[src/rtl/hfc_pkg.sv]
package hfc_pkg;
   // Data and line geometry
   localparam int DW         = 32;
   localparam int LINE_WORDS = 4;
   localparam int AW         = 8;
   // Register byte offsets
   localparam logic [7:0] OFS_CTRL = 8'h00;
   localparam logic [7:0] OFS_STAT = 8'h04;
   localparam logic [7:0] OFS_HITS = 8'h08;
   // Control field positions
   localparam int CTRL_BE     = 0;
   localparam int CTRL_NATIVE = 1;
   localparam int CTRL_DIR    = 2;
   localparam int CTRL_XFER   = 4;
   localparam int CTRL_W      = 6;
   // Control reset: little endian, swaps off
   localparam logic [5:0] CTRL_RST = 6'h00;
   // Data size codes
   localparam logic [1:0] SZ_8  = 2'h0;
   localparam logic [1:0] SZ_16 = 2'h1;
   localparam logic [1:0] SZ_32 = 2'h2;
   // Cycle counts, in clock cycles
   localparam logic [3:0] MISS_CYC = 4'hA;
   localparam logic [3:0] HIT_CYC  = 4'h2;
   localparam logic [3:0] PASS_CYC = 4'h3;
   // Fill: issue window and capture window
   localparam logic [3:0] FILL_ISS_END = 4'h3;
   localparam logic [3:0] FILL_CAP_BEG = 4'h2;
   localparam logic [3:0] FILL_CAP_END = 4'h5;
   // Host address spaces
   typedef enum logic [3:0] {
      SP_CFG    = 4'h0,
      SP_ROM    = 4'h1,
      SP_IO     = 4'h2,
      SP_REG    = 4'h3,
      SP_VGAREG = 4'h4,
      SP_DAC    = 4'h5,
      SP_EXT    = 4'h6,
      SP_FB_AP  = 4'h7,
      SP_FB_WIN = 4'h8,
      SP_XFER   = 4'h9
   } hfc_space_t;
   // Byte swap modes
   typedef enum logic [1:0] {
      SW_NONE = 2'h0,
      SW_16   = 2'h1,
      SW_32   = 2'h2
   } hfc_swap_t;
   // Engine states
   typedef enum logic [1:0] {
      ST_IDLE = 2'b01,
      ST_BUSY = 2'b10
   } hfc_state_t;
   // Host request carrier
   typedef struct packed {
      logic             valid;
      logic             wr;
      hfc_space_t       space;
      logic [31:0]      addr;
      logic [DW-1:0]    wdata;
   } hfc_host_req_t;
   // Device side request carrier
   typedef struct packed {
      logic             rd;
      logic             wr;
      hfc_space_t       space;
      logic [31:0]      addr;
      logic [DW-1:0]    wdata;
   } hfc_dev_req_t;
endpackage : hfc_pkg

[src/rtl/hfc_bridge.sv]
// Added by the designer: the APB slave port and the register offsets.
`timescale 1ns/10ps
`default_nettype none
// Notes on behaviour
// - Frame buffer reads use one 4-dword line
// - Hard or soft reset empties the line
// - Missing read completes in ten cycles
// - Hit read completes in two cycles
// - Frame buffer writes flush the line
// - Legacy register writes flush the line
// - ROM, palette, external reads flush
// - Legacy window read, legacy mode flushes
// - Config changes never flush; software must
// - Config space is never swapped
// - Power up little endian, swaps off
// - Boot ROM bytes pass untranslated
// - I/O accesses are bytes, unswapped
// - Swap enable swaps register space dwords
// - Legacy, palette, external data unswapped
// - Swap by pixel size, address unchanged
// - Direct size code selects swap mode
// - 8-bit code keeps lanes unchanged
// - Transfer size field swaps image moves
// - Host pixel layouts follow listed formats
// - Packed 24-bit pixels straddle dwords
module hfc_bridge (
   input  wire logic                  clk_in,
   input  wire logic                  rst_n_in,
   input  wire logic                  soft_rst_in,
   input  wire logic                  psel_in,
   input  wire logic                  penable_in,
   input  wire logic                  pwrite_in,
   input  wire logic [7:0]            paddr_in,
   input  wire logic [31:0]           pwdata_in,
   output logic      [31:0]           prdata_out,
   output logic                       pready_out,
   output logic                       pslverr_out,
   input  wire hfc_pkg::hfc_host_req_t hst_req_in,
   output logic                       hst_ack_out,
   output logic      [31:0]           hst_rdata_out,
   output hfc_pkg::hfc_dev_req_t      dev_req_out,
   input  wire logic [31:0]           dev_rdata_in
);
   // Whole state of the bridge
   typedef struct packed {
      hfc_pkg::hfc_state_t   st;       // Engine state
      logic [3:0]            cnt;      // Cycles since accept
      logic [1:0]            kind;     // 0 pass, 1 hit, 2 fill
      logic                  keep;     // Line survives fill
      logic                  valid;    // Line holds data
      logic [27:0]           tag;      // Line address, bits 31:4
      logic [3:0][31:0]      line;     // Cached dwords
      logic [1:0]            widx;     // Requested dword
      logic [1:0]            rmode;    // Read swap mode
      logic                  ack;      // Host answer
      logic [31:0]           rdata;    // Host read data
      hfc_pkg::hfc_dev_req_t dev;      // Device request
      logic [5:0]            ctrl;     // Control register
      logic [15:0]           hits;     // Hit counter
      logic [31:0]           prdata;   // APB read data
   } hfc_st_t;

   localparam logic [1:0] K_PASS = 2'h0;
   localparam logic [1:0] K_HIT  = 2'h1;
   localparam logic [1:0] K_FILL = 2'h2;

   hfc_st_t     s_r;          // Registered state
   hfc_st_t     s_nxt;        // Next state
   logic        acc;          // Request taken now
   logic        is_fb;        // Frame buffer space
   logic        legacy_rd;    // Uncacheable window read
   logic        hit;          // Request hits line
   logic [1:0]  wmode;        // Write swap mode
   logic [31:0] wdata_sw;     // Swapped write data
   logic [31:0] rsrc;         // Read data before swap
   logic [31:0] rdata_sw;     // Swapped read data
   logic        apb_ok;       // Mapped APB address

   // Swap mode chosen by space and control bits
   function automatic logic [1:0] swap_mode(
      input hfc_pkg::hfc_space_t sp,
      input logic [5:0]          c
   );
      logic [1:0] sz;
      sz = SZ_PICK(sp, c);
      case (sz)
         hfc_pkg::SZ_16: swap_mode = hfc_pkg::SW_16;
         hfc_pkg::SZ_32: swap_mode = hfc_pkg::SW_32;
         default:        swap_mode = hfc_pkg::SW_NONE;
      endcase
   endfunction : swap_mode

   // Effective data size code for a space
   function automatic logic [1:0] SZ_PICK(
      input hfc_pkg::hfc_space_t sp,
      input logic [5:0]          c
   );
      case (sp)
         // Direct size for aperture and window
         hfc_pkg::SP_FB_AP,
         hfc_pkg::SP_FB_WIN: SZ_PICK = c[hfc_pkg::CTRL_DIR+:2];
         hfc_pkg::SP_XFER:   SZ_PICK = c[hfc_pkg::CTRL_XFER+:2];
         hfc_pkg::SP_REG:    SZ_PICK = c[hfc_pkg::CTRL_BE] ?
                                       hfc_pkg::SZ_32 : hfc_pkg::SZ_8;
         default:            SZ_PICK = hfc_pkg::SZ_8;
      endcase
   endfunction : SZ_PICK

   // Write path swapper
   hfc_swap u_wswap (
      .mode_in  (wmode),
      .data_in  (hst_req_in.wdata),
      .data_out (wdata_sw)
   );

   // Read path swapper
   hfc_swap u_rswap (
      .mode_in  (s_r.rmode),
      .data_in  (rsrc),
      .data_out (rdata_sw)
   );

   // Request decode
   always_comb begin
      wmode     = swap_mode(hst_req_in.space, s_r.ctrl);
      is_fb     = (hst_req_in.space == hfc_pkg::SP_FB_AP) ||
                  (hst_req_in.space == hfc_pkg::SP_FB_WIN);
      // Legacy mode window reads bypass line
      legacy_rd = (hst_req_in.space == hfc_pkg::SP_FB_WIN) &&
                  !s_r.ctrl[hfc_pkg::CTRL_NATIVE];
      acc       = (s_r.st == hfc_pkg::ST_IDLE) &&
                  hst_req_in.valid && !s_r.ack;
      hit       = is_fb && !hst_req_in.wr && !legacy_rd &&
                  s_r.valid && (s_r.tag == hst_req_in.addr[31:4]);
      // Cached word or device data
      rsrc      = (s_r.kind == K_PASS) ? dev_rdata_in :
                  s_r.line[s_r.widx];
      apb_ok    = (paddr_in == hfc_pkg::OFS_CTRL) ||
                  (paddr_in == hfc_pkg::OFS_STAT) ||
                  (paddr_in == hfc_pkg::OFS_HITS);
   end

   // Next state
   always_comb begin
      s_nxt         = s_r;
      s_nxt.ack     = 1'b0;
      s_nxt.dev.rd  = 1'b0;
      s_nxt.dev.wr  = 1'b0;
      // APB setup: latch read data
      if (psel_in && !penable_in) begin
         case (paddr_in)
            hfc_pkg::OFS_CTRL: s_nxt.prdata = {26'h0, s_r.ctrl};
            hfc_pkg::OFS_STAT: s_nxt.prdata = {29'h0, s_r.kind,
                                 s_r.valid};
            hfc_pkg::OFS_HITS: s_nxt.prdata = {16'h0, s_r.hits};
            default:           s_nxt.prdata = 32'h0;
         endcase
      end
      // APB access: control write
      if (psel_in && penable_in && pwrite_in &&
          (paddr_in == hfc_pkg::OFS_CTRL)) begin
         s_nxt.ctrl = pwdata_in[hfc_pkg::CTRL_W-1:0];
      end
      case (s_r.st)
         // Wait for a host request
         hfc_pkg::ST_IDLE: begin
            if (acc) begin
               s_nxt.st    = hfc_pkg::ST_BUSY;
               s_nxt.cnt   = 4'h1;
               s_nxt.widx  = hst_req_in.addr[3:2];
               s_nxt.rmode = wmode;
               if (hit) begin
                  s_nxt.kind = K_HIT;
                  s_nxt.hits = s_r.hits + 16'h1;
               end else if (is_fb && !hst_req_in.wr) begin
                  s_nxt.kind      = K_FILL;
                  s_nxt.keep      = !legacy_rd;
                  s_nxt.valid     = 1'b0;
                  s_nxt.tag       = hst_req_in.addr[31:4];
                  s_nxt.dev.rd    = 1'b1;
                  s_nxt.dev.space = hst_req_in.space;
                  s_nxt.dev.addr  = {hst_req_in.addr[31:4], 4'h0};
               end else begin
                  s_nxt.kind      = K_PASS;
                  s_nxt.dev.rd    = !hst_req_in.wr;
                  s_nxt.dev.wr    = hst_req_in.wr;
                  s_nxt.dev.space = hst_req_in.space;
                  s_nxt.dev.addr  = hst_req_in.addr;
                  s_nxt.dev.wdata = wdata_sw;
                  if (hst_req_in.wr && (is_fb ||
                      hst_req_in.space == hfc_pkg::SP_VGAREG ||
                      hst_req_in.space == hfc_pkg::SP_IO)) begin
                     s_nxt.valid = 1'b0;
                  end
                  if (!hst_req_in.wr &&
                      (hst_req_in.space == hfc_pkg::SP_ROM ||
                       hst_req_in.space == hfc_pkg::SP_DAC ||
                       hst_req_in.space == hfc_pkg::SP_EXT)) begin
                     s_nxt.valid = 1'b0;
                  end
               end
            end
         end
         // Count through the access
         hfc_pkg::ST_BUSY: begin
            s_nxt.cnt = s_r.cnt + 4'h1;
            case (s_r.kind)
               K_FILL: begin
                  // Issue the next three dwords
                  if (s_r.cnt <= hfc_pkg::FILL_ISS_END) begin
                     s_nxt.dev.rd   = 1'b1;
                     s_nxt.dev.addr = s_r.dev.addr + 32'h4;
                  end
                  // Capture each dword one cycle later
                  if (s_r.cnt >= hfc_pkg::FILL_CAP_BEG &&
                      s_r.cnt <= hfc_pkg::FILL_CAP_END) begin
                     s_nxt.line[2'(s_r.cnt - 4'h2)] = dev_rdata_in;
                  end
                  if (s_r.cnt == hfc_pkg::MISS_CYC - 4'h1) begin
                     s_nxt.ack   = 1'b1;
                     s_nxt.rdata = rdata_sw;
                     s_nxt.valid = s_r.keep;
                     s_nxt.st    = hfc_pkg::ST_IDLE;
                  end
               end
               K_HIT: begin
                  if (s_r.cnt == hfc_pkg::HIT_CYC - 4'h1) begin
                     s_nxt.ack   = 1'b1;
                     s_nxt.rdata = rdata_sw;
                     s_nxt.st    = hfc_pkg::ST_IDLE;
                  end
               end
               default: begin
                  // Device answers one cycle after issue
                  if (s_r.cnt == hfc_pkg::PASS_CYC - 4'h1) begin
                     s_nxt.ack   = 1'b1;
                     s_nxt.rdata = rdata_sw;
                     s_nxt.st    = hfc_pkg::ST_IDLE;
                  end
               end
            endcase
         end
         // Recover from an illegal code
         default: begin
            s_nxt.st = hfc_pkg::ST_IDLE;
         end
      endcase
      // Soft reset aborts and empties line
      if (soft_rst_in) begin
         s_nxt.st    = hfc_pkg::ST_IDLE;
         s_nxt.valid = 1'b0;
         s_nxt.ack   = 1'b0;
         s_nxt.dev   = '0;
      end
   end

   // State register
   always_ff @(posedge clk_in) begin
      if (!rst_n_in) begin
         s_r       <= '0;
         s_r.st    <= hfc_pkg::ST_IDLE;
         s_r.valid <= 1'b0;
         s_r.ctrl  <= hfc_pkg::CTRL_RST;
      end else begin
         s_r <= s_nxt;
      end
   end

   // Outputs
   assign hst_ack_out   = s_r.ack;
   assign hst_rdata_out = s_r.rdata;
   assign dev_req_out   = s_r.dev;
   assign prdata_out    = s_r.prdata;
   assign pready_out    = 1'b1;
   assign pslverr_out   = psel_in && penable_in && !apb_ok;

   // Helpers for checks
   logic acc_miss;   // Fill started
   logic acc_hit;    // Hit started
   assign acc_miss = acc && !hit && is_fb && !hst_req_in.wr;
   assign acc_hit  = acc && hit;

   AST_MISS_TEN: assert property (
      @(posedge clk_in) disable iff (!rst_n_in || soft_rst_in)
      acc_miss |-> ##1 (!s_r.ack)[*8] ##1 !s_r.ack ##1 s_r.ack)
      else $error("miss answer not on tenth cycle");

   AST_HIT_TWO: assert property (
      @(posedge clk_in) disable iff (!rst_n_in || soft_rst_in)
      acc_hit |-> ##1 !s_r.ack ##1 (s_r.ack &&
                  s_r.rdata == rdata_sw && s_r.kind == K_HIT))
      else $error("hit answer not on second cycle");

   AST_FB_WR_FLUSH: assert property (
      @(posedge clk_in) disable iff (!rst_n_in || soft_rst_in)
      acc && is_fb && hst_req_in.wr |=> !s_r.valid [*2])
      else $error("frame buffer write kept line");

   AST_REG_WR_FLUSH: assert property (
      @(posedge clk_in) disable iff (!rst_n_in || soft_rst_in)
      acc && hst_req_in.wr &&
      (hst_req_in.space inside {hfc_pkg::SP_IO,
       hfc_pkg::SP_VGAREG}) |=> !s_r.valid)
      else $error("legacy register write kept line");

   AST_RD_FLUSH: assert property (
      @(posedge clk_in) disable iff (!rst_n_in || soft_rst_in)
      acc && !hst_req_in.wr &&
      (hst_req_in.space inside {hfc_pkg::SP_ROM,
       hfc_pkg::SP_DAC, hfc_pkg::SP_EXT}) |=> !s_r.valid)
      else $error("flushing read kept line");

   AST_LEGACY_RD: assert property (
      @(posedge clk_in) disable iff (!rst_n_in || soft_rst_in)
      acc && legacy_rd && !hst_req_in.wr |-> ##10 !s_r.valid)
      else $error("legacy window read left line valid");

   AST_SOFT_RST: assert property (
      @(posedge clk_in) disable iff (!rst_n_in)
      soft_rst_in |=> !s_r.valid && s_r.st == hfc_pkg::ST_IDLE)
      else $error("soft reset did not empty line");

   AST_RAW_SPACES: assert property (
      @(posedge clk_in) disable iff (!rst_n_in || soft_rst_in)
      acc && hst_req_in.wr && (hst_req_in.space inside
      {hfc_pkg::SP_CFG, hfc_pkg::SP_ROM, hfc_pkg::SP_IO})
      |=> s_r.dev.wdata == $past(hst_req_in.wdata))
      else $error("raw space data was swapped");

   AST_REG_SWAP: assert property (
      @(posedge clk_in) disable iff (!rst_n_in || soft_rst_in)
      acc && hst_req_in.wr && s_r.ctrl[hfc_pkg::CTRL_BE] &&
      hst_req_in.space == hfc_pkg::SP_REG
      |=> s_r.dev.wdata[7:0] == $past(hst_req_in.wdata[31:24]))
      else $error("register space not dword swapped");

   AST_CTRL_RST: assert property (
      @(posedge clk_in) $rose(rst_n_in) |->
      s_r.ctrl == hfc_pkg::CTRL_RST)
      else $error("control not reset to little endian");

   COV_MISS: cover property (@(posedge clk_in) acc_miss);
   COV_HIT: cover property (@(posedge clk_in) acc_hit);
   COV_HIT_AFTER_MISS: cover property (@(posedge clk_in)
      acc_miss ##12 acc_hit);
endmodule : hfc_bridge
`default_nettype wire

[src/rtl/hfc_swap.sv]
`timescale 1ns/10ps
`default_nettype none
// Byte lane swapper, pure combinational
module hfc_swap (
   input  wire logic [1:0]  mode_in,
   input  wire logic [31:0] data_in,
   output logic      [31:0] data_out
);
   // Lane permutation per mode
   always_comb begin
      case (hfc_pkg::hfc_swap_t'(mode_in))
         hfc_pkg::SW_32: begin
            data_out = {data_in[7:0], data_in[15:8],
                        data_in[23:16], data_in[31:24]};
         end
         hfc_pkg::SW_16: begin
            data_out = {data_in[23:16], data_in[31:24],
                        data_in[7:0], data_in[15:8]};
         end
         default: begin
            data_out = data_in;
         end
      endcase
   end
endmodule : hfc_swap
`default_nettype wire

[config.mk]
export PLATFORM = sky130hd
export DESIGN_NAME = hfc_bridge
export DESIGN_NICKNAME = d
export VERILOG_FILES = /design/src/rtl/hfc_pkg.sv /design/src/rtl/hfc_bridge.sv /design/src/rtl/hfc_swap.sv
export SDC_FILE = /design/constraint.sdc
export NUM_CORES = 1
export LEC_CHECK = 0
export BUFFER_PORTS_ARGS = -buffer_cell sky130_fd_sc_hd__clkbuf_2
export CORE_MARGIN = 2
export CORE_UTILIZATION = 50
export CTS_CLUSTER_SIZE = 30
export DETAILED_ROUTE_END_ITERATION = 16
export GPL_ROUTABILITY_DRIVEN = 0
export GPL_TIMING_DRIVEN = 0
export PLACE_DENSITY_LB_ADDON = 0.08
export SYNTH_ARGS = -nofsm -noshare
export SYNTH_HDL_FRONTEND = slang
export SYNTH_HIERARCHICAL = 1
export SYNTH_SLANG_ARGS = --single-unit
[constraint.sdc]
create_clock -name clk_in -period 4.4 [get_ports clk_in]
set_clock_uncertainty 0.2 [all_clocks]
set_input_delay 1.32 -clock clk_in [delete_from_list [all_inputs] [get_ports clk_in]]
set_output_delay 1.32 -clock clk_in [all_outputs]
set_load 0.05 [all_outputs]
# Word level (Yosys, flattened, before mapping)
# Index checks and enable logic that the tools add are counted.
dict set report classes {
  add_sub_neg 4
  n_mul 0
  div 0
  n_lt_le_gt_ge 6
  eq_ne 36
  shifts 0
  muxes 46
  n_bitwise 6
  n_reduce_logical 48
}
# operator n
set op_table {}
lappend op_table {{2-to-1 mux 32 bit} 6}
lappend op_table {{one-hot mux 32 bit (2 select lines)} 3}
lappend op_table {{2-to-1 mux 70 bit} 2}
lappend op_table {{bitwise mux 128 bit} 1}
lappend op_table {{2-to-1 mux 33 bit} 3}
lappend op_table {{one-hot mux 33 bit (2 select lines)} 1}
lappend op_table {{binary-select mux 32 bit (select 2 bit)} 1}
lappend op_table {{demux 32 bit (select 2 bit)} 1}
lappend op_table {{one-hot mux 16 bit (3 select lines)} 1}
lappend op_table {{2-to-1 mux 38 bit} 1}
lappend op_table {{adder 32 x 3 -> 32 bit (second input constant)} 1}
lappend op_table {{2-to-1 mux 30 bit} 1}
lappend op_table {{equality test 28 bit} 1}
lappend op_table {{2-to-1 mux 28 bit} 1}
lappend op_table {{adder 16 x 1 -> 16 bit (second input constant)} 1}
lappend op_table {{equality test 4 x 3 -> 1 bit (second input constant)} 4}
lappend op_table {{logical AND 1 bit} 16}
lappend op_table {{AND reduction 4 bit} 4}
lappend op_table {{equality test 4 x 2 -> 1 bit (second input constant)} 3}
lappend op_table {{equality test 4 bit (second input constant)} 3}
lappend op_table {{2-to-1 mux 2 bit} 6}
lappend op_table {{inequality test 2 bit (second input constant)} 6}
lappend op_table {{one-hot mux 2 bit (2 select lines)} 3}
lappend op_table {{equality test 2 x 1 -> 1 bit (second input constant)} 5}
lappend op_table {{34 further kinds} 71}
dict set report totals {
  regBits 327
  latch_bits 0
  mem_bits_rw 0
  romBits 0
  inputBits 148
  elab_cells 168
  mem_count 0
}

# Longest topological paths before layout
dict set report depth {
  ltp_word 11
  mapped_depth 14
  ltp_nobuf 11
}

# By module
# Netlist, hierarchy kept.
# mod n_inst cells_per_inst area_each_um2 seq_area_each_um2
set modules_own_cells {}
lappend modules_own_cells {hfc_bridge 1 1811 15339.7 6226.0}
lappend modules_own_cells {hfc_swap 2 113 655.6 0.0}

# Worst setup path after synthesis
# No wires, ideal clock.
dict set report synth_timing {
  kind {input to register}
  from {in hst_req_in[65] (netlist name)}
  to {reg s_r[43] (netlist name)}
  setup_time_ns 0.072
  arrival_ns 3.779
  setup_slack_ns 0.350
  stages 9
  n_path_buf 2
  cell_sequence {buf_4 > or4b_4 > a21o_1 > nor4_1 > nand4_1 > or4_1 > buf_2 > nor4_1 > mux2i_1}
}
dict set report synth_between {
  elab_chain_len 7
  word_cells_on_any_way 10
}
# element line
set synth_lines {}
lappend synth_lines {{start: declaration} hfc_bridge.sv:38} ;# input wire hfc_pkg::hfc_host_req_t hst_req_in,
lappend synth_lines {{equality test 4 x 3 -> 1 bit or equality test 4 bit (tied branches)} {hfc_bridge.sv:126, hfc_bridge.sv:127, hfc_bridge.sv:129}}
lappend synth_lines {{logical OR 1 bit or logical AND 1 bit (tied branches)} {hfc_bridge.sv:126, hfc_bridge.sv:129}}
lappend synth_lines {{logical AND 1 bit or logical NOT 1 bit (tied branches)} hfc_bridge.sv:133} ;# hit = is_fb && !hst_req_in.wr && !legacy_rd &&
lappend synth_lines {{logical AND 1 bit (*) (2 in series)} hfc_bridge.sv:133}
lappend synth_lines {{logical AND 1 bit (*)} hfc_bridge.sv:134} ;# s_r.valid && (s_r.tag == hst_req_in.addr[31:4]);
lappend synth_lines {{AND reduction 3 bit (no line) (*)} --}
lappend synth_lines {{end signal: assignment} hfc_bridge.sv:265} ;# s_r <= s_nxt;
lappend synth_lines {{end: declaration} hfc_bridge.sv:67} ;# hfc_st_t s_r;
# Mark *: on every way between the ends. The rest lies on a longest branch, timed or not.
# A chain may end at the register's enable or synchronous reset.

# Worst setup path after layout
dict set report layout_timing {
  from {in hst_req_in[66] (netlist name)}
  to {reg s_r (netlist bit dev_req_out[54])}
}
dict set report layout_between {
  elab_chain_len 8
  word_cells_on_any_way 11
}
# element line
set layout_lines {}
lappend layout_lines {{equality test 4 x 3 -> 1 bit or equality test 4 bit (tied branches)} {hfc_bridge.sv:126, hfc_bridge.sv:127, hfc_bridge.sv:129}}
lappend layout_lines {{logical OR 1 bit or logical AND 1 bit (tied branches)} {hfc_bridge.sv:126, hfc_bridge.sv:129}}
lappend layout_lines {{logical AND 1 bit or logical NOT 1 bit (tied branches)} hfc_bridge.sv:133}
lappend layout_lines {{logical AND 1 bit (*) (2 in series)} hfc_bridge.sv:133}
lappend layout_lines {{logical AND 1 bit (*)} hfc_bridge.sv:134}
lappend layout_lines {{inequality test 2 bit (no line) (*)} --}
lappend layout_lines {{AND reduction 5 bit (no line) (*)} --}
# Marks and branches as above.

==> run_results.csv <==
group,metric,value,unit
status,status,"complete, no violations",
global_routing,grt_pass1_wl,79400,um
die,ioPinCount,285,
synth,synth_cells,2037,
synth,yosys_register_bits,311,
global_routing,met2_usage,45.3,%
synth,avgSynthCellArea,8.17,sq um
synth,ys_warn_count,6,
critical_path,crit_chain,"clkbuf_1 -> or4b_4 -> a21o_1 -> nor4_1 -> nand4_1 -> o21ai_1 -> a2111oi_0 -> a311o_1",
global_routing,use_met3,3.93,%
global_routing,antenna_found_initial,2,
routing,vias,15600,
routing,wl_per_cell,18.2,um
critical_path,cp.arrival,4.32,ns
power_and_ir_drop,ir_worst_vdd,0.255,mV
routing,vias_per_cell,5.57,
global_routing,grt_pass1_vias,14500,
critical_path,cp_max_fo,8,
timing,fin_tns_setup,0,ns
timing,period_needed,4.11,ns
clock_tree,clockBufferDepth,3,
die,die_width,186,um
critical_path,cp_slowest_cell,"o21ai_1",
clock_tree,hold_buffers,0,
clock_tree,cts_root_buffer,"clkbuf_16",
timing,hold_slack,0.254,ns
placement,placed_area,18400,sq um
clock_tree,post_cts_resized,0,
power_and_ir_drop,powerDensity,345,nW/um^2
min_path,min_path_type,"reg2reg",
clock_tree,cts_tree,"done",
global_routing,met1_usage,38.8,%
critical_path,start_kind,"input pin",
critical_path,critPathCaptureType,"register",
clock_tree,cts_setup_buffers,0,
timing,max_freq,243,MHz
timing,slew_headroom,28.0,%
finish,final_nets,2492,
critical_path,critPathBufInv,1,
clock_tree,clk_pin_slew_worst_paths,0.06,ns
clock_tree,worstSkewPairLatency,0.53,ns
finish,drive_gt1_share,22.5,%
finish,synthToLayoutAreaGrowth,18.5,%
synth,syn_area,16700,sq um
synth,synthArstFlopShare,0,%
synth,synth_edf_count,0,
timing,hold_violations,0,
routing,drc,0,
routing,antenna_left,0,
die,initial_utilization,50.9,%
synth,synth_flop_cell,"dfxtp_1",
routing,dr.pass1.iters,6,
critical_path,path_delay_family,"compound AO/OA/AOI/OAI gates",
timing,setup_viol,0,
timing,rsz0062_at_grt,"false",
synth,ys_types,62,
timing,final_max_slew_viol_count,0,
clock_tree,clock-sinks,311,
power_and_ir_drop,power,0.00682,W
critical_path,slowest_delay,0.82,ns
die,dieArea,34800,sq um
finish,final_area,19700,sq um
clock_tree,cts_htree_levels,2,
placement,place_hpwl,37000,um
routing,wirelength,50900,um
global_routing,grt_max_degree,13,
flow_run,cap_violations,0,
timing,worstMarginPinSlew,1.07,ns
power_and_ir_drop,leakage,7.52,nW
routing,initialDrtViolationCount,1582,
synth,ys_seq_area_share,37.4,%
timing,finalCritPeriodShare,93.4,%
global_routing,grt-ovfl-total,0,
global_routing,busiest_layer,"met2",
global_routing,grt_util_all_layers,28.1,%
clock_tree,numCtsBuffers,37,
critical_path,crit_required,4.61,ns
critical_path,path_class,"in2reg",
die,core,32700,sq um
die,die_y,186,um
placement,io_buffers,237,
die,rows,66,
[through the flow]
| step | setup WS, ns | instances | util, % |
|---|---|---|---|
| 4_1_cts | 0.388 | 2797 | 60.3 |
| 6_report | 0.291 | 2799 | 60.3 |
| 3_3_place_gp | -0.134 | 2731 | 56.4 |
| 3_5_place_dp | -0.131 | 2731 | 56.4 |
| 5_1_grt | 0.158 | 2799 | 60.3 |
| 2_1_floorplan | 0.350 | 2052 | - |
[cells by family after synthesis]
kind of cell,synth area share (%)
fa+ha+maj,1.20
buf+inv,10.8
compound gates,20.3
flops,37.4
other cells,0.0451
mux,8.12
xor+xnor,1.95
simple gates,20.2
[routing by layer]
layer | wire length [um] | share of wire, %
met5 | 0 | 0
met4 | 1500 | 2.9
met3 | 3800 | 7.5
met2 | 23000 | 45
met1 | 22500 | 44
[registers in the layout, summed over array words and instances (netlist names)]
name           cells
dev_req_out       70
hst_ack_out        1
hst_rdata_out     32
prdata_out        16
s_r              192
[where the power goes]
group / leakage (nW) / internal, W / switching (W)
Combinational: 4.38 / 0.000244 / 0.000485
Sequential: 2.51 / 0.00285 / 0.0000359
Clock: 0.623 / 0.00199 / 0.00121
Total: 7.52 / 0.00508 / 0.00173
[cells in the mapped netlist (31+ instances only)]
cell | count | area share [%]
buf_4 | 136 | 6.1
a21oi_1 | 65 | 2.0
xnor2_1 | 31 | 1.6
a22oi_1 | 115 | 5.2
a21boi_0 | 134 | 6.0
o21ai_1 | 65 | 2.0
nand2_1 | 503 | 11
mux2_2 | 32 | 2.2
clkbuf_1 | 111 | 2.5
nor2b_1 | 64 | 2.4
nand3_1 | 62 | 1.9
dfxtp_1 | 311 | 37
nor2_1 | 36 | 0.81
o21ai_0 | 61 | 1.8
mux4_2 | 32 | 4.3
[placed cells by master (no fill, tap or decap), drive strengths merged, types with 32 or more instances in the layout]
master  instances
nand3          62
dfxtp         311
nor2           36
clkbuf        405
buf           175
nor2b          64
a21boi        134
mux2           32
nand2         503
a21oi          65
mux4           32
o21ai         126
a22oi         115
[layout make-up]
| class | count | area [sq um] |
|---|---|---|
| Buffer | 286 | 1710 |
| Clock inverter | 9 | 151 |
| Inverter | 23 | 86.3 |
| Clock buffer | 57 | 1120 |
| Timing Repair Buffer | 237 | 1190 |
| Antenna cell | 2 | 5.00 |
| Multi-Input combinational cell | 1432 | 8690 |
| Tap cell | 442 | 553 |
| Sequential cell | 311 | 6230 |
| Fill cell | 3036 | 13000 |
[final timing paths]
| check | startpoint | to | slack [ns] | depth (start not counted) |
|---|---|---|---|---|
| setup / recovery | hst_req_in[66] | dev_req_out[54]$_SDFFE_PP0P_ | 0.29 | 8 |
| hold / removal | dev_req_out[28]$_SDFFE_PP0P_ | dev_req_out[28]$_SDFFE_PP0P_ | 0.25 | 2 |
| setup reg to reg | s_r[325]$_SDFFE_PP1P_ | dev_req_out[63]$_SDFFE_PP0P_ | 0.84 | 10 |
| hold reg to reg | dev_req_out[28]$_SDFFE_PP0P_ | dev_req_out[28]$_SDFFE_PP0P_ | 0.25 | 2 |
[worst reg2reg max path, stage by stage (launching register included)]
cell	delay, ns
dfxtp_1	0.36
ha_1	0.16
clkbuf_1	0.38
nand2_1	0.11
or2_2	0.36
nor2_1	0.57
or2_2	0.25
and2_1	0.15
clkbuf_1	0.43
o21ai_0	0.18
a32o_1	0.29
Power figures use the tool's default switching activity.
